$ cat src/shared/cpes_cfg.svh
// Constants for the counter pin edge select block
`ifndef CPES_CFG_SVH
`define CPES_CFG_SVH
`define CPES_ADDR_MODE 4'h0
`define CPES_ADDR_STATUS 4'h1
`define CPES_ADDR_MASK 4'h2
`define CPES_ADDR_COUNT_A 4'h3
`define CPES_ADDR_COUNT_B 4'h4
`define CPES_ADDR_WIDTH_A 4'h5
`define CPES_ADDR_WIDTH_B 4'h6
`define CPES_ADDR_HALF 4'h7
`define CPES_MODE_TIMER 2'h0
`define CPES_MODE_PULSE 2'h1
`define CPES_MODE_EVENT 2'h2
`define CPES_MODE_WIDTH 2'h3
`define CPES_MODE_RESET 8'h00
`define CPES_HALF_RESET 16'h0010
`define CPES_ZERO16 16'h0000
`define CPES_ONE16 16'h0001
`define CPES_ZERO8 8'h00
`define CPES_ZERO2 2'h0
`define CPES_ZERO14 14'h0000
`define CPES_CHAN_STRIDE 4
`define CPES_EDGE_POS 2
`define CPES_MODE_A 1:0
`define CPES_EDGE_A 2
`define CPES_MODE_B 5:4
`define CPES_EDGE_B 6
`endif

$ cat src/shared/cpes_pkg.sv
// Types for the counter pin edge select block
package cpes_pkg;
	typedef logic [1:0] cpes_mode_t;
endpackage

$ cat src/cpes_channel.sv
// One timer channel: pin edges, pulse output, event count, width timing
//
// The register addresses and the strobed register port were left to the implementer.
`timescale 1ns/1ps
`default_nettype none
`include "cpes_cfg.svh"
module cpes_channel (
	input wire logic i_clock,
	input wire logic i_reset,
	input wire cpes_pkg::cpes_mode_t i_mode,
	input wire logic i_edge_sel,
	input wire logic i_pin,
	input wire logic [15:0] i_half,
	output logic o_irq_event,
	output logic o_pulse,
	output logic [15:0] o_count,
	output logic [15:0] o_width
);
	logic pin_q;
	logic pulse;
	logic [15:0] tick;
	logic [15:0] count;
	logic [15:0] width;
	logic [15:0] run;
	logic next_pin_q;
	logic next_pulse;
	logic [15:0] next_tick;
	logic [15:0] next_count;
	logic [15:0] next_width;
	logic [15:0] next_run;
	logic next_irq;
	logic rise;
	logic fall;
	logic prev_mode_pulse;
	logic next_prev_mode_pulse;

	always_comb begin
		rise = i_pin & ~pin_q;
		fall = ~i_pin & pin_q;
		next_pin_q = i_pin;
		next_pulse = pulse;
		next_tick = tick;
		next_count = count;
		next_width = width;
		next_run = run;
		next_irq = 1'b0;
		next_prev_mode_pulse = (i_mode == `CPES_MODE_PULSE);
		case (i_mode)
			`CPES_MODE_TIMER: begin
				// Counting is untouched; only the interrupt edge flips
				next_irq = i_edge_sel ? rise : fall;
			end
			`CPES_MODE_PULSE: begin
				if (!prev_mode_pulse) begin
					next_pulse = ~i_edge_sel;
					next_tick = `CPES_ZERO16;
				end else if (tick + `CPES_ONE16 >= i_half) begin
					next_tick = `CPES_ZERO16;
					next_pulse = ~pulse;
					// Interrupt on the output edge that the switch selects
					next_irq = i_edge_sel ? ~pulse : pulse;
				end else begin
					next_tick = tick + `CPES_ONE16;
				end
			end
			`CPES_MODE_EVENT: begin
				if (i_edge_sel ? fall : rise) begin
					next_count = count + `CPES_ONE16;
				end
				next_irq = i_edge_sel ? rise : fall;
			end
			`CPES_MODE_WIDTH: begin
				// Time the selected level; latch it when that level ends
				if (i_pin == ~i_edge_sel) begin
					next_run = run + `CPES_ONE16;
				end else if (i_edge_sel ? rise : fall) begin
					next_width = run;
					next_run = `CPES_ZERO16;
					next_irq = 1'b1;
				end else begin
					next_run = `CPES_ZERO16;
				end
			end
			default: begin
				next_irq = 1'b0;
			end
		endcase
	end

	always_ff @(posedge i_clock or posedge i_reset) begin
		if (i_reset) begin
			pin_q <= 1'b0;
			pulse <= 1'b0;
			tick <= `CPES_ZERO16;
			count <= `CPES_ZERO16;
			width <= `CPES_ZERO16;
			run <= `CPES_ZERO16;
			o_irq_event <= 1'b0;
			prev_mode_pulse <= 1'b0;
		end else begin
			pin_q <= next_pin_q;
			pulse <= next_pulse;
			tick <= next_tick;
			count <= next_count;
			width <= next_width;
			run <= next_run;
			o_irq_event <= next_irq;
			prev_mode_pulse <= next_prev_mode_pulse;
		end
	end

	assign o_pulse = pulse;
	assign o_count = count;
	assign o_width = width;

	AST_TIMER_FALL: assert property (@(posedge i_clock) disable iff (i_reset)
		(i_mode == `CPES_MODE_TIMER && !i_edge_sel && pin_q && !i_pin) |=> o_irq_event)
		else $error("timer mode falling edge gave no interrupt");
	AST_TIMER_RISE: assert property (@(posedge i_clock) disable iff (i_reset)
		(i_mode == `CPES_MODE_TIMER && i_edge_sel && !pin_q && i_pin) |=> o_irq_event)
		else $error("timer mode rising edge gave no interrupt");
	AST_PULSE_START_H: assert property (@(posedge i_clock) disable iff (i_reset)
		(i_mode == `CPES_MODE_PULSE && !prev_mode_pulse && !i_edge_sel) |=> o_pulse)
		else $error("pulse output did not start high");
	AST_PULSE_START_L: assert property (@(posedge i_clock) disable iff (i_reset)
		(i_mode == `CPES_MODE_PULSE && !prev_mode_pulse && i_edge_sel) |=> !o_pulse)
		else $error("pulse output did not start low");
	AST_PULSE_IRQ_EDGE: assert property (@(posedge i_clock)
		disable iff (i_reset)
		(o_irq_event && $past(i_mode) == `CPES_MODE_PULSE && $past(prev_mode_pulse))
		|-> (o_pulse == $past(i_edge_sel)))
		else $error("pulse interrupt on wrong output edge");
	AST_EVENT_COUNT: assert property (@(posedge i_clock) disable iff (i_reset)
		(i_mode == `CPES_MODE_EVENT && (i_edge_sel ? fall : rise))
		|=> o_count == $past(count) + `CPES_ONE16)
		else $error("event edge not counted");
	AST_EVENT_HOLD: assert property (@(posedge i_clock) disable iff (i_reset)
		(i_mode == `CPES_MODE_EVENT && !(i_edge_sel ? fall : rise)) |=> $stable(o_count))
		else $error("event count moved without its edge");
	AST_WIDTH_HIGH: assert property (@(posedge i_clock) disable iff (i_reset)
		(i_mode == `CPES_MODE_WIDTH && !i_edge_sel && fall)
		|=> (o_irq_event && o_width == $past(run)))
		else $error("high width not latched on falling edge");
	AST_WIDTH_LOW: assert property (@(posedge i_clock) disable iff (i_reset)
		(i_mode == `CPES_MODE_WIDTH && i_edge_sel && rise)
		|=> (o_irq_event && o_width == $past(run)))
		else $error("low width not latched on rising edge");
endmodule
`default_nettype wire

$ cat src/cpes_top.sv
// Two-timer counter pin edge select block with register port and interrupt
`timescale 1ns/1ps
`default_nettype none
`include "cpes_cfg.svh"
module cpes_top (
	input wire logic i_clock,
	input wire logic i_reset,
	input wire logic [3:0] i_addr,
	input wire logic [15:0] i_wdata,
	input wire logic i_write,
	input wire logic i_read,
	output logic [15:0] o_rdata,
	input wire logic i_counter_pin_a,
	input wire logic i_counter_pin_b,
	output logic o_counter_pin_a,
	output logic o_counter_pin_a_oe,
	output logic o_counter_pin_b,
	output logic o_counter_pin_b_oe,
	output logic o_irq
);
	// Mode: [1:0] mode a, [2] edge a, [5:4] mode b, [6] edge b
	logic [7:0] mode;
	logic [1:0] status;
	logic [1:0] mask;
	logic [15:0] half;
	logic [15:0] rdata;
	logic irq;
	logic [7:0] next_mode;
	logic [1:0] next_status;
	logic [1:0] next_mask;
	logic [15:0] next_half;
	logic [15:0] next_rdata;
	logic next_irq;
	logic [1:0] evt;
	logic [1:0] pulse;
	logic [15:0] count [2];
	logic [15:0] width [2];
	logic [1:0] pin;
	logic pa;
	logic pb;
	logic pa_oe;
	logic pb_oe;
	logic [1:0] was_pulse;
	logic [1:0] next_was_pulse;

	assign pin[0] = i_counter_pin_a;
	assign pin[1] = i_counter_pin_b;

	genvar g;
	generate
		for (g = 0; g < 2; g++) begin : g_chan
			cpes_channel u_chan (
				.i_clock(i_clock),
				.i_reset(i_reset),
				.i_mode(mode[`CPES_CHAN_STRIDE*g +: 2]),
				.i_edge_sel(mode[`CPES_CHAN_STRIDE*g+`CPES_EDGE_POS]),
				.i_pin(pin[g]),
				.i_half(half),
				.o_irq_event(evt[g]),
				.o_pulse(pulse[g]),
				.o_count(count[g]),
				.o_width(width[g])
			);
		end
	endgenerate

	always_comb begin
		next_mode = mode;
		next_mask = mask;
		next_half = half;
		next_rdata = `CPES_ZERO16;
		next_status = status;
		if (i_write) begin
			case (i_addr)
				`CPES_ADDR_MODE: next_mode = i_wdata[7:0];
				`CPES_ADDR_MASK: next_mask = i_wdata[1:0];
				`CPES_ADDR_HALF: next_half = i_wdata;
				default: next_half = half;
			endcase
		end
		if (i_read) begin
			case (i_addr)
				`CPES_ADDR_MODE: next_rdata = {`CPES_ZERO8, mode};
				`CPES_ADDR_STATUS: next_rdata = {`CPES_ZERO14, status};
				`CPES_ADDR_MASK: next_rdata = {`CPES_ZERO14, mask};
				`CPES_ADDR_COUNT_A: next_rdata = count[0];
				`CPES_ADDR_COUNT_B: next_rdata = count[1];
				`CPES_ADDR_WIDTH_A: next_rdata = width[0];
				`CPES_ADDR_WIDTH_B: next_rdata = width[1];
				`CPES_ADDR_HALF: next_rdata = half;
				default: next_rdata = `CPES_ZERO16;
			endcase
			// Read clears status, but a new event in the same cycle survives
			if (i_addr == `CPES_ADDR_STATUS) begin
				next_status = `CPES_ZERO2;
			end
		end
		next_status = next_status | evt;
		next_irq = |(next_status & next_mask);
		// Drive the pin only in pulse output mode
		pa_oe = (next_mode[`CPES_MODE_A] == `CPES_MODE_PULSE);
		pb_oe = (next_mode[`CPES_MODE_B] == `CPES_MODE_PULSE);
		// The channel loads its start level a cycle after entering pulse mode;
		// until then the pin shows that level itself rather than a stale one
		next_was_pulse[0] = (mode[`CPES_MODE_A] == `CPES_MODE_PULSE);
		next_was_pulse[1] = (mode[`CPES_MODE_B] == `CPES_MODE_PULSE);
		pa = (next_was_pulse[0] && was_pulse[0]) ? pulse[0] : ~next_mode[`CPES_EDGE_A];
		pb = (next_was_pulse[1] && was_pulse[1]) ? pulse[1] : ~next_mode[`CPES_EDGE_B];
	end

	always_ff @(posedge i_clock or posedge i_reset) begin
		if (i_reset) begin
			mode <= `CPES_MODE_RESET;
			status <= `CPES_ZERO2;
			mask <= `CPES_ZERO2;
			was_pulse <= `CPES_ZERO2;
			half <= `CPES_HALF_RESET;
			rdata <= `CPES_ZERO16;
			irq <= 1'b0;
			o_counter_pin_a <= 1'b0;
			o_counter_pin_b <= 1'b0;
			o_counter_pin_a_oe <= 1'b0;
			o_counter_pin_b_oe <= 1'b0;
		end else begin
			mode <= next_mode;
			status <= next_status;
			mask <= next_mask;
			half <= next_half;
			rdata <= next_rdata;
			irq <= next_irq;
			was_pulse <= next_was_pulse;
			o_counter_pin_a <= pa;
			o_counter_pin_b <= pb;
			o_counter_pin_a_oe <= pa_oe;
			o_counter_pin_b_oe <= pb_oe;
		end
	end

	assign o_rdata = rdata;
	assign o_irq = irq;

	AST_PIN_START_A: assert property (@(posedge i_clock)
		disable iff (i_reset)
		$rose(o_counter_pin_a_oe) |-> (o_counter_pin_a == ~mode[`CPES_EDGE_A]))
		else $error("pin a did not start at its selected level");
	AST_PIN_START_B: assert property (@(posedge i_clock)
		disable iff (i_reset)
		$rose(o_counter_pin_b_oe) |-> (o_counter_pin_b == ~mode[`CPES_EDGE_B]))
		else $error("pin b did not start at its selected level");
endmodule
`default_nettype wire

$ cat config.mk
export PLATFORM = sky130hd
export DESIGN_NAME = cpes_top
export DESIGN_NICKNAME = d
export VERILOG_FILES = /design/src/shared/cpes_pkg.sv /design/src/cpes_channel.sv /design/src/cpes_top.sv
export VERILOG_INCLUDE_DIRS = /design/src /design/src/shared
export SDC_FILE = /design/constraint.sdc
export NUM_CORES = 1
export LEC_CHECK = 0
export BUFFER_PORTS_ARGS = -buffer_cell sky130_fd_sc_hd__buf_4
export CAP_MARGIN = 25
export CELL_PAD_IN_SITES_DETAIL_PLACEMENT = 1
export CELL_PAD_IN_SITES_GLOBAL_PLACEMENT = 1
export CORE_MARGIN = 3
export CORE_UTILIZATION = 45
export CTS_BUF_LIST = sky130_fd_sc_hd__clkbuf_16
export CTS_CLUSTER_DIAMETER = 80
export CTS_CLUSTER_SIZE = 12
export DETAILED_ROUTE_END_ITERATION = 12
export GPL_TIMING_DRIVEN = 0
export MAX_ROUTING_LAYER = met4
export PLACE_DENSITY_LB_ADDON = 0.2
export SYNTH_ARGS = -nofsm -noshare
export SYNTH_HDL_FRONTEND = slang
export SYNTH_SLANG_ARGS = --single-unit
$ cat constraint.sdc
create_clock -name i_clock -period 8.9 [get_ports i_clock]
set_clock_uncertainty 0.15 [all_clocks]
set_input_delay 0.445 -clock i_clock [delete_from_list [all_inputs] [get_ports i_clock]]
set_output_delay 0.445 -clock i_clock [all_outputs]
set_load 0.02 [all_outputs]
==> impl_results.html, run 1 <==
<table>
<tr><th>Metric</th><th>Value</th></tr>
<tr><th colspan="2">Yosys</th></tr>
<tr><td>Most area-consuming cells after synthesis</td><td>sky130_fd_sc_hd__dfrtp_1 (48%), sky130_fd_sc_hd__mux2_2 (6.9%), sky130_fd_sc_hd__ha_1 (5.0%), sky130_fd_sc_hd__nand2_1 (4.0%), sky130_fd_sc_hd__xnor2_1 (3.8%)</td></tr>
<tr><td>Sequential fraction of the synthesis area</td><td>48.6%</td></tr>
<tr><td>Syn_nets</td><td>967</td></tr>
<tr><td>Ys async rst share</td><td>100%</td></tr>
<tr><td>Post-synthesis register bit count</td><td>185</td></tr>
<tr><td>Mean instance size in the synthesized netlist</td><td>10.5 µm²</td></tr>
<tr><td>Main synth FF type</td><td>sky130_fd_sc_hd__dfrtp_1</td></tr>
<tr><td>Netlist Area Pre-Place</td><td>0.00952 mm²</td></tr>
<tr><td>Arithmetic-cell share of the synthesized area counting full adders, half adders and majority gates</td><td>4.99%</td></tr>
<tr><td>Xor and xnor fraction of the mapped netlist area</td><td>7.27%</td></tr>
<tr><td>Multiplexer fraction of the synthesized cell area</td><td>between 8 and 9%</td></tr>
<tr><td>Cell variety after synth</td><td>64</td></tr>
<tr><td>Simple-gate share of the synthesized area</td><td>17.7%</td></tr>
<tr><td>Fraction of synthesized cell area taken by the top area cell type</td><td>48.4%</td></tr>
<tr><td>Largest family of logic cells by synthesized area</td><td>simple AND/OR/NAND/NOR gates</td></tr>
<tr><td>Yosys synthesis warning count</td><td>0</td></tr>
<tr><td>Synthesized instance count</td><td>around 900</td></tr>
<tr><td>Largest area contributor in the synthesized netlist</td><td>sky130_fd_sc_hd__dfrtp_1</td></tr>
<tr><td>Fraction of the mapped netlist area in compound gates</td><td>a little over a tenth</td></tr>
<tr><td>Count of flip-flops with a built-in enable after synthesis</td><td>0</td></tr>
<tr><th colspan="2">Min path</th></tr>
<tr><td>Hold Crit Class</td><td>input pin to flip-flop</td></tr>
<tr><th colspan="2">GRT</th></tr>
<tr><td>First-pass GRT wire length</td><td>41.0 mm</td></tr>
<tr><td>Global router's overall resource usage</td><td>between 20% and 30%</td></tr>
<tr><td>Antenna violations before repair</td><td>0</td></tr>
<tr><td>Pin count of the biggest net entering global routing</td><td>roughly 120</td></tr>
<tr><td>Vias in the first global route</td><td>7,393</td></tr>
<tr><td>Grt total ovfl</td><td>0</td></tr>
<tr><th colspan="2">Clocking</th></tr>
<tr><td>Clock sink count</td><td>185</td></tr>
<tr><td>H-Tree Depth</td><td>4</td></tr>
<tr><td>Number of buffers inserted by hold repair at cts</td><td>3</td></tr>
<tr><td>Clock buffer count from CTS</td><td>17</td></tr>
<tr><td>CTS clock-pin slew for the worst setup and hold paths</td><td>0.07 ns</td></tr>
<tr><td>CTS resizes</td><td>0</td></tr>
<tr><td>Clock tree from TritonCTS</td><td>yes</td></tr>
<tr><td>Clock tree root buffer cell</td><td>sky130_fd_sc_hd__clkbuf_16</td></tr>
<tr><td>Worst-Skew Late Latency</td><td>0.44 ns</td></tr>
<tr><td>Post-CTS repair timing setup buffer count</td><td>0</td></tr>
<tr><td>Maximum clock path buffer count</td><td>2</td></tr>
<tr><th colspan="2">Die</th></tr>
<tr><td>Standard-cell rows</td><td>52</td></tr>
<tr><td>Die area</td><td>approximately 0.023 mm²</td></tr>
<tr><td>CORE AREA</td><td>roughly 0.020 mm²</td></tr>
<tr><td>Overall die height</td><td>151 µm</td></tr>
<tr><td>Horizontal extent of the die</td><td>151 µm</td></tr>
<tr><td>Starting density of the core</td><td>46.4%</td></tr>
<tr><td>Ports placed on the boundary</td><td>between 40 and 50</td></tr>
<tr><th colspan="2">Critical path</th></tr>
<tr><td>Startpoint types</td><td>flip-flop</td></tr>
<tr><td>Most frequent CP cell</td><td>sky130_fd_sc_hd__ha_1</td></tr>
<tr><td>Critical Path Fanout Max</td><td>10</td></tr>
<tr><td>Worst R2R Setup Slack</td><td>4.84 ns</td></tr>
<tr><td>Delay contributed by the slowest stage of the critical path</td><td>0.50 ns</td></tr>
<tr><td>Type of destination of the critical path</td><td>flip-flop</td></tr>
<tr><td>CP Data Required Time</td><td>9.04 ns</td></tr>
<tr><td>R2R depth</td><td>14</td></tr>
<tr><td>Worst Setup SP</td><td>g_chan[0].u_chan.tick[0]</td></tr>
<tr><td>Worst path arrival time</td><td>about 4.2 ns</td></tr>
<tr><td>Ordered list of cells on the worst path</td><td>ha_1 -&gt; inv_1 -&gt; nor3_1 -&gt; nand2_1 -&gt; xnor2_1 -&gt; ha_1 -&gt; nand4_1 -&gt; nor3_2 -&gt; or4b_1 -&gt; and4_4 -&gt; buf_6 -&gt; buf_2 -&gt; nand3_1 -&gt; o311ai_0</td></tr>
<tr><td>Startpoint of the most critical register-to-register path</td><td>g_chan[0].u_chan.tick[0]</td></tr>
<tr><td>Category of the critical setup timing path</td><td>flip-flop to flip-flop</td></tr>
<tr><td>Critical path destination</td><td>g_chan[0].u_chan.tick[7]</td></tr>
<tr><td>CP max-delay cell</td><td>sky130_fd_sc_hd__dfrtp_1</td></tr>
<tr><td>Endpoint of the worst register-to-register path</td><td>g_chan[0].u_chan.tick[7]</td></tr>
<tr><th colspan="2">Place</th></tr>
<tr><td>Port buffer count</td><td>44</td></tr>
<tr><td>Placed Area</td><td>a little over 0.01 mm²</td></tr>
<tr><td>Worst setup slack before clock tree synthesis</td><td>4.87 ns</td></tr>
<tr><td>Placed wire-length estimate after detailed placement</td><td>18.8 mm</td></tr>
<tr><td>RePlAce Congestion</td><td>0.812</td></tr>
<tr><th colspan="2">STA</th></tr>
<tr><td>RSZ-0062 raised after global routing</td><td>no</td></tr>
<tr><td>Final worst path period share</td><td>around 46%</td></tr>
<tr><td>Count of endpoints failing hold in the final timing report</td><td>0</td></tr>
<tr><td>Final critical-path setup slack</td><td>slightly below 5 ns</td></tr>
<tr><td>Final period demand of the worst path</td><td>4.06 ns</td></tr>
<tr><td>Transition time at the pin with the least slew margin</td><td>roughly 1.1 ns</td></tr>
<tr><td>Number of failing setup endpoints in the final timing report</td><td>0</td></tr>
<tr><td>Setup TNS Final</td><td>0 ns</td></tr>
<tr><td>Pins over their slew limit</td><td>0</td></tr>
<tr><td>F_max</td><td>247 MHz</td></tr>
<tr><td>Remaining max-slew budget at the tightest pin</td><td>24.3%</td></tr>
<tr><th colspan="2">Run</th></tr>
<tr><td>Max Cap Violations</td><td>0</td></tr>
<tr><th colspan="2">Power and ir drop</th></tr>
<tr><td>Power Density</td><td>around 230 mW/mm²</td></tr>
<tr><td>Overall power</td><td>2470 µW</td></tr>
<tr><td>Maximum ir drop on the vdd rail</td><td>approximately 130 µV</td></tr>
<tr><td>Lkg Pwr</td><td>0.00509 µW</td></tr>
<tr><th colspan="2">Layout</th></tr>
<tr><td>Commonest non-fill, non-tap cell in the layout</td><td>sky130_fd_sc_hd__dfrtp_1</td></tr>
<tr><td>Synth-to-layout area growth</td><td>13.9%</td></tr>
<tr><td>Share of post-route cells with drive strength above 1</td><td>16.8%</td></tr>
<tr><td>Finished Cell Area</td><td>0.0108 mm²</td></tr>
<tr><td>Fin nets</td><td>between 1,000 and 1,500</td></tr>
<tr><td>Antenna Cells</td><td>0</td></tr>
<tr><td>Most used cells in the layout excluding fill and tap cells</td><td>sky130_fd_sc_hd__dfrtp_1 (184), sky130_fd_sc_hd__nand2_1 (102), sky130_fd_sc_hd__nor2_1 (76), sky130_fd_sc_hd__mux2_2 (58), sky130_fd_sc_hd__nand3_1 (46)</td></tr>
<tr><th colspan="2">Routing</th></tr>
<tr><td>ANT nets after route</td><td>0</td></tr>
<tr><td>Total wirelength of the detailed-routed design</td><td>approximately 25 mm</td></tr>
<tr><td>Drt wl/cell</td><td>around 20 µm</td></tr>
<tr><td>Total via count in the routed design</td><td>around 7,100</td></tr>
<tr><td>Post-detailed-route via-to-cell ratio</td><td>5.70</td></tr>
<tr><td>Drt pass-1 iters</td><td>5</td></tr>
<tr><td>DRC violations left</td><td>0</td></tr>
<tr><td>Violation count after the first detailed-route iteration</td><td>378</td></tr>
<tr><th colspan="2">Outcome</th></tr>
<tr><td>Outcome</td><td>complete, no violations</td></tr>
</table>
## layer usage
layer / wire length (µm) / up-vias / track usage (%)
met5: 0 / - / -
met4: 257 / 0 / 4.90
met3: 644 / 19 / 3.14
met2: 12000 / 87 / 36.7
met1: 12400 / 3660 / 33.8
li1: - / 3376 / -
## cell type report
type / count / area [µm²]
fillers: 2269 / 9650
clock buffers: 17 / 425
plain buffers: 33 / 169
clock inverters: 15 / 163
repair buffers: 48 / 388
inverters: 23 / 93.8
multi-input cells: 662 / 4630
well taps: 270 / 338
flip-flops and latches: 185 / 4630
## Yosys cell counts (4+ instances only)
master	count
sky130_fd_sc_hd__dfrtp_1	184
sky130_fd_sc_hd__nand2_1	102
sky130_fd_sc_hd__nor2_1	76
sky130_fd_sc_hd__mux2_2	58
sky130_fd_sc_hd__nand3_1	46
sky130_fd_sc_hd__xnor2_1	41
sky130_fd_sc_hd__ha_1	38
sky130_fd_sc_hd__xor2_1	38
sky130_fd_sc_hd__o21ai_0	35
sky130_fd_sc_hd__a21oi_1	27
sky130_fd_sc_hd__a22o_1	22
sky130_fd_sc_hd__inv_1	22
sky130_fd_sc_hd__and3_1	21
sky130_fd_sc_hd__clkbuf_1	19
sky130_fd_sc_hd__nand4_1	17
sky130_fd_sc_hd__a222oi_1	11
sky130_fd_sc_hd__mux2i_1	11
sky130_fd_sc_hd__nor2b_1	9
sky130_fd_sc_hd__and4_1	8
sky130_fd_sc_hd__a21o_1	7
sky130_fd_sc_hd__nand2b_1	7
sky130_fd_sc_hd__nand3b_1	7
sky130_fd_sc_hd__nor3_1	7
sky130_fd_sc_hd__a22oi_1	6
sky130_fd_sc_hd__a221o_1	5
sky130_fd_sc_hd__a31oi_1	5
sky130_fd_sc_hd__and2_1	5
sky130_fd_sc_hd__buf_2	5
sky130_fd_sc_hd__buf_6	5
sky130_fd_sc_hd__or3_1	5
sky130_fd_sc_hd__a221oi_1	4
## critical path: cells and delay by family (launching register included)
kind,cells,cell delay [ns]
compound gates,1,0.14
xor+xnor,1,0.20
fa+ha+maj,2,0.68
buf+inv,3,0.42
flops,1,0.50
simple gates,7,1.81
## report_power, final
part | internal, µW | total [µW] | leakage [µW] | switching [µW]
Clock | 421 | 778 | 0.000298 | 357
Combinational | 227 | 487 | 0.00234 | 260
Sequential | 1010 | 1210 | 0.00245 | 196
Total | 1660 | 2470 | 0.00509 | 812
## kinds of logic after synthesis
kind of cell,count (synthesis)
AOI/OAI and AO/OA,143
xor gates and xnor gates,79
adders and majority gates,38
buffers and inverters,56
DFF,185
muxes,69
and+or+nand+nor,333
## sequential cells by signal (all words and copies together), names as in the netlist, 2 cells and up
register                   cells
status                         2
g_chan.u_chan.o_count         32
g_chan.u_chan.o_pulse          2
g_chan.u_chan.o_irq_event      2
g_chan.u_chan.run             32
g_chan.u_chan.tick            32
g_chan.u_chan.o_width         32
mode                           8
mask                           2
g_chan.u_chan.pin_q            2
was_pulse                      2
o_rdata                       16
half                          16
## worst min path at each step
stage                                            start                            to  slack (ns)  depth (start not counted)
after floorplan           g_chan[1].u_chan.o_irq_event                     status[1]        0.27                          1
after global placement    g_chan[0].u_chan.o_count[15]  g_chan[0].u_chan.o_count[15]        0.31                          1
after detailed placement  g_chan[0].u_chan.o_irq_event                     status[0]        0.31                          1
after CTS                                   i_wdata[7]                       mode[7]        0.08                          3
after global routing                       i_wdata[11]                      half[11]        0.09                          2
final                                       i_wdata[7]                       mode[7]        0.09                          3
## per-stage QoR
stage,utilization (%),instances,hold WS (ns)
2_1_floorplan,-,903,0.274
3_3_place_gp,49.7,1217,0.308
3_5_place_dp,49.9,1218,0.306
4_1_cts,52.9,1253,0.0782
5_1_grt,52.9,1253,0.0945
6_report,52.9,1253,0.0876
(Power assumes the default switching activity.)
==> inputs of run 2 (changes only) <==
==> constraint.sdc (replaced) <==
create_clock -name i_clock -period 3.9 [get_ports i_clock]
set_clock_uncertainty 0.15 [all_clocks]
set_input_delay 0.195 -clock i_clock [delete_from_list [all_inputs] [get_ports i_clock]]
set_output_delay 0.195 -clock i_clock [all_outputs]
set_load 0.02 [all_outputs]
==> run 2 against run 1 <==
Compared with the run above:
- fmax increased by 11%
- largest power group unchanged
- highest routed layer unchanged
- worst hold slack got worse by 0.054 ns
- final cell count increased by 1.6%
- combinational power increased by 130%
- flip-flop and latch count unchanged
- register-to-register slack got worse by 4.6 ns
- clock-buffer cell count unchanged
- critical path depth unchanged
- critical endpoint unchanged
==> impl_results.html, run 2 (synthesis results as in run 1) <==
<table>
<tr><th>Metric</th><th>Value</th></tr>
<tr><th colspan="2">GRT</th></tr>
<tr><td>Pin count of the biggest net entering global routing</td><td>44 (-62%)</td></tr>
<tr><td>First-pass GRT wire length</td><td>39.9 mm (-2.8%)</td></tr>
<tr><td>Vias in the first global route</td><td>7,248 (-2.0%)</td></tr>
<tr><td>Global router's overall resource usage</td><td>23.2% (-0.55 points)</td></tr>
<tr><td>Antenna violations before repair</td><td>0 (unchanged)</td></tr>
<tr><td>Grt total ovfl</td><td>0 (unchanged)</td></tr>
<tr><th colspan="2">Routing</th></tr>
<tr><td>ANT nets after route</td><td>0 (unchanged)</td></tr>
<tr><td>Drt pass-1 iters</td><td>5 (unchanged)</td></tr>
<tr><td>DRC violations left</td><td>0 (unchanged)</td></tr>
<tr><td>Total wirelength of the detailed-routed design</td><td>25.2 mm (-0.48%)</td></tr>
<tr><td>Post-detailed-route via-to-cell ratio</td><td>5.63 (-1.3%)</td></tr>
<tr><td>Drt wl/cell</td><td>19.8 µm (-2.0%)</td></tr>
<tr><td>Total via count in the routed design</td><td>7,162 (+0.28%)</td></tr>
<tr><td>Violation count after the first detailed-route iteration</td><td>426 (+13%)</td></tr>
<tr><th colspan="2">Layout</th></tr>
<tr><td>Share of post-route cells with drive strength above 1</td><td>17.7% (+0.96 points)</td></tr>
<tr><td>Fin nets</td><td>1,054 (+1.9%)</td></tr>
<tr><td>Synth-to-layout area growth</td><td>16.4%</td></tr>
<tr><td>Commonest non-fill, non-tap cell in the layout</td><td>sky130_fd_sc_hd__dfrtp_1</td></tr>
<tr><td>Antenna Cells</td><td>0 (unchanged)</td></tr>
<tr><td>Most used cells in the layout excluding fill and tap cells</td><td>sky130_fd_sc_hd__dfrtp_1 (181), sky130_fd_sc_hd__nand2_1 (102), sky130_fd_sc_hd__nor2_1 (75), sky130_fd_sc_hd__mux2_2 (58), sky130_fd_sc_hd__buf_4 (46)</td></tr>
<tr><th colspan="2">STA</th></tr>
<tr><td>Final period demand of the worst path</td><td>3.65 ns (-0.408 ns)</td></tr>
<tr><td>Transition time at the pin with the least slew margin</td><td>1.07 ns (-0.0673 ns)</td></tr>
<tr><td>Number of failing setup endpoints in the final timing report</td><td>0 (unchanged)</td></tr>
<tr><td>Setup TNS Final</td><td>0 ns (unchanged)</td></tr>
<tr><td>Final worst path period share</td><td>93.5% (+48 points)</td></tr>
<tr><td>Remaining max-slew budget at the tightest pin</td><td>28.8% (+4.5 points)</td></tr>
<tr><td>Final critical-path setup slack</td><td>0.253 ns (-4.59 ns)</td></tr>
<tr><td>Final worst hold slack</td><td>0.0336 ns (-0.0540 ns)</td></tr>
<tr><td>F_max</td><td>274 MHz (+11%)</td></tr>
<tr><td>Pins over their slew limit</td><td>0 (unchanged)</td></tr>
<tr><td>Count of endpoints failing hold in the final timing report</td><td>0 (unchanged)</td></tr>
<tr><th colspan="2">Die</th></tr>
<tr><td>Standard-cell rows</td><td>52 (unchanged)</td></tr>
<tr><td>CORE AREA</td><td>0.0205 mm² (unchanged)</td></tr>
<tr><td>Die area</td><td>0.0229 mm² (unchanged)</td></tr>
<tr><td>Horizontal extent of the die</td><td>151 µm (unchanged)</td></tr>
<tr><td>Ports placed on the boundary</td><td>47 (unchanged)</td></tr>
<tr><td>Overall die height</td><td>151 µm (unchanged)</td></tr>
<tr><td>Starting density of the core</td><td>46.4% (unchanged)</td></tr>
<tr><th colspan="2">Place</th></tr>
<tr><td>Placed wire-length estimate after detailed placement</td><td>18.7 mm (-0.92%)</td></tr>
<tr><td>RePlAce Congestion</td><td>0.849 (+4.6%)</td></tr>
<tr><td>Worst setup slack before clock tree synthesis</td><td>-0.0549 ns (-4.93 ns)</td></tr>
<tr><td>Port buffer count</td><td>44 (unchanged)</td></tr>
<tr><th colspan="2">Clocking</th></tr>
<tr><td>Clock sink count</td><td>185 (unchanged)</td></tr>
<tr><td>H-Tree Depth</td><td>4 (unchanged)</td></tr>
<tr><td>Clock tree root buffer cell</td><td>sky130_fd_sc_hd__clkbuf_16</td></tr>
<tr><td>Clock tree from TritonCTS</td><td>yes</td></tr>
<tr><td>Clock buffer count from CTS</td><td>17 (unchanged)</td></tr>
<tr><td>Maximum clock path buffer count</td><td>2 (unchanged)</td></tr>
<tr><td>Worst-Skew Late Latency</td><td>0.44 ns (about the same)</td></tr>
<tr><td>CTS clock-pin slew for the worst setup and hold paths</td><td>0.07 ns (about the same)</td></tr>
<tr><th colspan="2">Critical path</th></tr>
<tr><td>CP Data Required Time</td><td>4.04 ns (-5.00 ns)</td></tr>
<tr><td>Type of destination of the critical path</td><td>flip-flop</td></tr>
<tr><td>Startpoint types</td><td>flip-flop</td></tr>
<tr><td>Category of the critical setup timing path</td><td>flip-flop to flip-flop</td></tr>
<tr><td>Critical Path Fanout Max</td><td>10 (unchanged)</td></tr>
<tr><td>Worst path arrival time</td><td>3.79 ns (-0.40 ns)</td></tr>
<tr><td>CP max-delay cell</td><td>sky130_fd_sc_hd__dfrtp_1</td></tr>
<tr><td>Delay contributed by the slowest stage of the critical path</td><td>0.48 ns (-0.02 ns)</td></tr>
<tr><td>Ordered list of cells on the worst path</td><td>ha_2 -&gt; inv_1 -&gt; nor3_4 -&gt; nand2_1 -&gt; xnor2_1 -&gt; ha_1 -&gt; nand4_1 -&gt; nor3_2 -&gt; or4b_1 -&gt; and4_4 -&gt; buf_6 -&gt; buf_2 -&gt; nand3_1 -&gt; o311ai_0</td></tr>
<tr><th colspan="2">Run</th></tr>
<tr><td>Max Cap Violations</td><td>0 (unchanged)</td></tr>
<tr><th colspan="2">Power and ir drop</th></tr>
<tr><td>Maximum ir drop on the vdd rail</td><td>288 µV (+120%)</td></tr>
<tr><td>Lkg Pwr</td><td>0.00518 µW (+1.7%)</td></tr>
<tr><td>Power Density</td><td>503 mW/mm² (+120%)</td></tr>
<tr><th colspan="2">Min path</th></tr>
<tr><td>Hold Crit Class</td><td>input pin to flip-flop</td></tr>
<tr><th colspan="2">Outcome</th></tr>
<tr><td>Outcome</td><td>complete, no violations</td></tr>
</table>
## run 2: cell count changes in the layout (fill, tap and decap cells not counted), moves of 2 or more
cell                            previous run  this run
sky130_fd_sc_hd__nand3_1                  46        44
sky130_fd_sc_hd__buf_4                    44        46
sky130_fd_sc_hd__dfrtp_1                 184       181
sky130_fd_sc_hd__dlygate4sd3_1             3        19
sky130_fd_sc_hd__clkinvlp_4                0         3
sky130_fd_sc_hd__buf_12                    0         4
sky130_fd_sc_hd__nand3_2                   0         2
sky130_fd_sc_hd__dfrtp_2                   0         3
## run 2: power breakdown
part	total (µW)	internal (µW)	switching (µW)
Clock	1710	897	812
Combinational	1110	533	580
Sequential	2750	2310	442
Total	5580	3740	1830
## run 2: metal layers
metal / GRT usage (%) / wire, µm / vias to the layer above
li1: - / - / 3413
met1: 32.8 / 12400 / 3629
met2: 35.9 / 11800 / 100
met3: 3.02 / 595 / 20
met4: 5.39 / 284 / 0
met5: - / 0 / -
## run 2: cell type report
cell class / count / area, µm²
Tap cell: 270 / 338
Clock buffer: 17 / 425
Timing Repair Buffer: 69 / 616
Clock inverter: 15 / 143
Inverter: 23 / 90.1
Buffer: 32 / 165
Multi-Input combinational cell: 662 / 4670
Fill cell: 2238 / 9410
Sequential cell: 185 / 4630
## run 2: repair_timing
item,CTS,global route
hold buffers,19,0
setup endpoints to repair,13,23
pin swaps,0,2
gates resized for setup,1,9
cloned,0,0
setup buffers,0,2
endpoints found under the hold margin,60,0
## run 2: worst paths after layout
path / startpoint / end / slack [ns] / cells past startpoint
setup / recovery: g_chan[0].u_chan.tick[0] / g_chan[0].u_chan.tick[7] / 0.25 / 14
min in group asynchronous: i_reset / g_chan[0].u_chan.tick[14] / 0.30 / 3
max in group asynchronous: i_reset / g_chan[0].u_chan.o_count[9] / 2.09 / 6
hold reg to reg: g_chan[0].u_chan.o_count[15] / g_chan[0].u_chan.o_count[15] / 0.33 / 1
setup reg to reg: g_chan[0].u_chan.tick[0] / g_chan[0].u_chan.tick[7] / 0.25 / 14
hold / removal: i_read / status[0] / 0.03 / 3
## run 2: critical path, delay by kind of cell (launching register included)
family	cells	cell delay [ns]
AOI/OAI and AO/OA	1	0.13
DFF	1	0.48
and+or+nand+nor	7	1.54
adders and majority gates	2	0.62
buffers and inverters	3	0.43
xor gates and xnor gates	1	0.17
## run 2: per-stage QoR
step	std cells	util (%)	instance area (µm²)	power [µW]
after global placement	1217	49.7	10200	3800
after global routing	1273	54.1	11100	5880
after floorplan	903	-	9520	3410
after detailed placement	1221	50.1	10300	3870
final	1273	54.1	11100	5580
after CTS	1272	53.8	11000	5610
==> inputs of run 3 (changes only) <==
--- a/config.mk
+++ b/config.mk
@@ -11,7 +11,7 @@
 export CELL_PAD_IN_SITES_DETAIL_PLACEMENT = 1
 export CELL_PAD_IN_SITES_GLOBAL_PLACEMENT = 1
 export CORE_MARGIN = 3
-export CORE_UTILIZATION = 45
+export CORE_UTILIZATION = 49
 export CTS_BUF_LIST = sky130_fd_sc_hd__clkbuf_16
 export CTS_CLUSTER_DIAMETER = 80
 export CTS_CLUSTER_SIZE = 12
==> run 3 against run 2 <==
Compared with the run above:
- via count is 2.5% higher
- critical path type unchanged
- worst hold slack hardly changed
- sequential power hardly changed
- fmax is 3.2% lower
==> impl_results.html, run 3 (synthesis results as in run 1) <==
<table>
<tr><th>Metric</th><th>Value</th></tr>
<tr><th colspan="2">Clocking</th></tr>
<tr><td>Clock buffer count from CTS</td><td>17 (unchanged)</td></tr>
<tr><td>Maximum clock path buffer count</td><td>2 (unchanged)</td></tr>
<tr><td>Post-CTS repair timing setup buffer count</td><td>0 (unchanged)</td></tr>
<tr><td>Clock tree root buffer cell</td><td>sky130_fd_sc_hd__clkbuf_16</td></tr>
<tr><td>H-Tree Depth</td><td>4 (unchanged)</td></tr>
<tr><td>Worst-Skew Late Latency</td><td>0.44 ns (about the same)</td></tr>
<tr><td>CTS clock-pin slew for the worst setup and hold paths</td><td>0.07 ns (about the same)</td></tr>
<tr><td>Clock tree from TritonCTS</td><td>yes</td></tr>
<tr><td>Clock sink count</td><td>185 (unchanged)</td></tr>
<tr><th colspan="2">Critical path</th></tr>
<tr><td>Worst Setup SP</td><td>g_chan[0].u_chan.tick[7]</td></tr>
<tr><td>Startpoint types</td><td>flip-flop</td></tr>
<tr><td>Critical Path Fanout Max</td><td>10 (unchanged)</td></tr>
<tr><td>Category of the critical setup timing path</td><td>flip-flop to flip-flop</td></tr>
<tr><td>Worst path arrival time</td><td>3.91 ns (+0.12 ns)</td></tr>
<tr><td>R2R depth</td><td>14 (unchanged)</td></tr>
<tr><td>CP Data Required Time</td><td>4.04 ns (about the same)</td></tr>
<tr><td>Startpoint of the most critical register-to-register path</td><td>g_chan[0].u_chan.tick[7]</td></tr>
<tr><td>Type of destination of the critical path</td><td>flip-flop</td></tr>
<tr><th colspan="2">GRT</th></tr>
<tr><td>Busiest metal layer after global routing</td><td>met2</td></tr>
<tr><td>Vias in the first global route</td><td>7,666 (+5.8%)</td></tr>
<tr><td>Pin count of the biggest net entering global routing</td><td>39 (-11%)</td></tr>
<tr><td>Global router's overall resource usage</td><td>25.9% (+2.7 points)</td></tr>
<tr><td>Global routing met3 resource utilization</td><td>4.39% (+1.4 points)</td></tr>
<tr><td>First-pass GRT wire length</td><td>42.6 mm (+6.7%)</td></tr>
<tr><td>Fraction of met2 tracks used by global routing</td><td>40.6% (+4.7 points)</td></tr>
<tr><td>Grt total ovfl</td><td>0 (unchanged)</td></tr>
<tr><td>Met1 layer usage reported by global route</td><td>36.2% (+3.4 points)</td></tr>
<tr><td>Antenna violations before repair</td><td>0 (unchanged)</td></tr>
<tr><th colspan="2">Die</th></tr>
<tr><td>CORE AREA</td><td>0.0189 mm² (-7.8%)</td></tr>
<tr><td>Die area</td><td>0.0211 mm² (-7.8%)</td></tr>
<tr><td>Ports placed on the boundary</td><td>47 (unchanged)</td></tr>
<tr><td>Horizontal extent of the die</td><td>145 µm (-4.0%)</td></tr>
<tr><td>Standard-cell rows</td><td>50 (-3.8%)</td></tr>
<tr><td>Overall die height</td><td>145 µm (-4.0%)</td></tr>
<tr><td>Starting density of the core</td><td>50.4% (+3.9 points)</td></tr>
<tr><th colspan="2">STA</th></tr>
<tr><td>F_max</td><td>265 MHz (-3.2%)</td></tr>
<tr><td>Count of endpoints failing hold in the final timing report</td><td>0 (unchanged)</td></tr>
<tr><td>Final worst path period share</td><td>96.6% (+3.1 points)</td></tr>
<tr><td>Number of failing setup endpoints in the final timing report</td><td>0 (unchanged)</td></tr>
<tr><td>Pins over their slew limit</td><td>0 (unchanged)</td></tr>
<tr><td>Final critical-path setup slack</td><td>0.133 ns (-0.119 ns)</td></tr>
<tr><td>Transition time at the pin with the least slew margin</td><td>1.10 ns (+0.0353 ns)</td></tr>
<tr><td>Setup TNS Final</td><td>0 ns (unchanged)</td></tr>
<tr><td>Final period demand of the worst path</td><td>3.77 ns (+0.119 ns)</td></tr>
<tr><td>Remaining max-slew budget at the tightest pin</td><td>26.5% (-2.4 points)</td></tr>
<tr><th colspan="2">Place</th></tr>
<tr><td>Port buffer count</td><td>44 (unchanged)</td></tr>
<tr><td>RePlAce Congestion</td><td>0.850 (about the same)</td></tr>
<tr><td>Worst setup slack before clock tree synthesis</td><td>-0.0724 ns (-0.0175 ns)</td></tr>
<tr><td>Placed wire-length estimate after detailed placement</td><td>18.9 mm (+1.2%)</td></tr>
<tr><td>DP Cell Count</td><td>1,212 (-0.74%)</td></tr>
<tr><th colspan="2">Run</th></tr>
<tr><td>Max Cap Violations</td><td>0 (unchanged)</td></tr>
<tr><th colspan="2">Layout</th></tr>
<tr><td>Flip-flop and latch area</td><td>0.00464 mm² (about the same)</td></tr>
<tr><td>Most used cells in the layout excluding fill and tap cells</td><td>sky130_fd_sc_hd__dfrtp_1 (178), sky130_fd_sc_hd__nand2_1 (102), sky130_fd_sc_hd__nor2_1 (75), sky130_fd_sc_hd__mux2_2 (58)</td></tr>
<tr><td>Fin nets</td><td>1,053 (-0.095%)</td></tr>
<tr><td>Synth-to-layout area growth</td><td>16.5% (about the same)</td></tr>
<tr><td>Commonest non-fill, non-tap cell in the layout</td><td>sky130_fd_sc_hd__dfrtp_1</td></tr>
<tr><td>Final cell count without fillers</td><td>1,260 (-1.0%)</td></tr>
<tr><td>Area occupied by multi-input gates</td><td>0.00466 mm² (-0.27%)</td></tr>
<tr><td>Antenna Cells</td><td>0 (unchanged)</td></tr>
<tr><td>Share of post-route cells with drive strength above 1</td><td>17.8% (+0.053 points)</td></tr>
<tr><td>Filler cell count</td><td>2,078 (-7.1%)</td></tr>
<tr><th colspan="2">Routing</th></tr>
<tr><td>Violation count after the first detailed-route iteration</td><td>512 (+20%)</td></tr>
<tr><td>Drt wl/cell</td><td>20.7 µm (+5.0%)</td></tr>
<tr><td>DRC violations left</td><td>0 (unchanged)</td></tr>
<tr><td>Total wirelength of the detailed-routed design</td><td>26.1 mm (+3.9%)</td></tr>
<tr><td>ANT nets after route</td><td>0 (unchanged)</td></tr>
<tr><td>Total via count in the routed design</td><td>7,338 (+2.5%)</td></tr>
<tr><td>Post-detailed-route via-to-cell ratio</td><td>5.82 (+3.5%)</td></tr>
<tr><td>Drt pass-1 iters</td><td>6 (+1)</td></tr>
<tr><th colspan="2">Power and ir drop</th></tr>
<tr><td>Lkg Pwr</td><td>0.00518 µW (about the same)</td></tr>
<tr><td>Maximum ir drop on the vdd rail</td><td>309 µV (+7.4%)</td></tr>
<tr><td>Power Density</td><td>515 mW/mm² (+2.4%)</td></tr>
<tr><th colspan="2">Outcome</th></tr>
<tr><td>Outcome</td><td>complete, no violations</td></tr>
<tr><th colspan="2">Min path</th></tr>
<tr><td>Worst hold path depth</td><td>3 (unchanged)</td></tr>
<tr><td>Hold Crit Class</td><td>input pin to flip-flop</td></tr>
<tr><td>Startpoint of the most critical hold path</td><td>i_read</td></tr>
</table>
run 3: final timing paths:
| check | to | slack (ns) |
|---|---|---|
| max | g_chan[0].u_chan.tick[8] | 0.13 |
| min reg2reg | g_chan[0].u_chan.o_count[15] | 0.32 |
| min in group asynchronous | half[8] | 0.35 |
| min | status[0] | 0.03 |
| max reg2reg | g_chan[0].u_chan.tick[8] | 0.13 |
| max in group asynchronous | g_chan[0].u_chan.o_count[7] | 2.19 |
run 3: power by group:
part / internal [µW] / switching (µW)
combinational: 540 / 629
clock: 1010 / 787
sequential: 2310 / 433
run 3: area by class of cell:
type | count | area share, %
flip-flops and latches | 185 | 41.8
inverters | 23 | 0.812
plain buffers | 32 | 1.49
well taps | 260 | 2.93
multi-input cells | 662 | 42.0
repair buffers | 68 | 5.60
clock inverters | 13 | 1.50
clock buffers | 17 | 3.84
run 3: worst max-delay path, cell delays in order, from the launching register on:
cell and delay [ns]:
sky130_fd_sc_hd__dfrtp_2 0.43, sky130_fd_sc_hd__nand3_1 0.16, sky130_fd_sc_hd__nor2_1 0.16, sky130_fd_sc_hd__nand4_1 0.20, sky130_fd_sc_hd__or2_2 0.38, sky130_fd_sc_hd__xnor2_1 0.16, sky130_fd_sc_hd__ha_1 0.32, sky130_fd_sc_hd__nand4_1 0.15
sky130_fd_sc_hd__nor3_2 0.26, sky130_fd_sc_hd__or4b_1 0.50, sky130_fd_sc_hd__and4_4 0.21, sky130_fd_sc_hd__buf_6 0.14, sky130_fd_sc_hd__buf_2 0.19, sky130_fd_sc_hd__nand3_1 0.10, sky130_fd_sc_hd__o311ai_0 0.12
run 3: per-layer routing:
layer  up-vias  wire [µm]
met5         -          0
met4         0        333
met3        24        848
met2       118      12500
met1      3792      12400
li1       3404          -
run 3: stage by stage:
| step | instance area [µm²] | util (%) | hold WS (ns) | total power, µW |
|---|---|---|---|---|
| 2_1_floorplan | 9520 | - | 0.0764 | 3410 |
| 3_3_place_gp | 10200 | 53.9 | 0.200 | 3790 |
| 3_5_place_dp | 10300 | 54.4 | 0.209 | 3880 |
| 4_1_cts | 11100 | 58.6 | 0.0163 | 5730 |
| 5_1_grt | 11100 | 58.7 | 0.0543 | 6010 |
| 6_report | 11100 | 58.7 | 0.0334 | 5710 |
run 3: repair_timing:
item,4_1_cts,5_1_grt
endpoints found under the setup margin,13,18
gates resized for setup,1,11
hold buffers,19,0
hold endpoints to repair,65,0
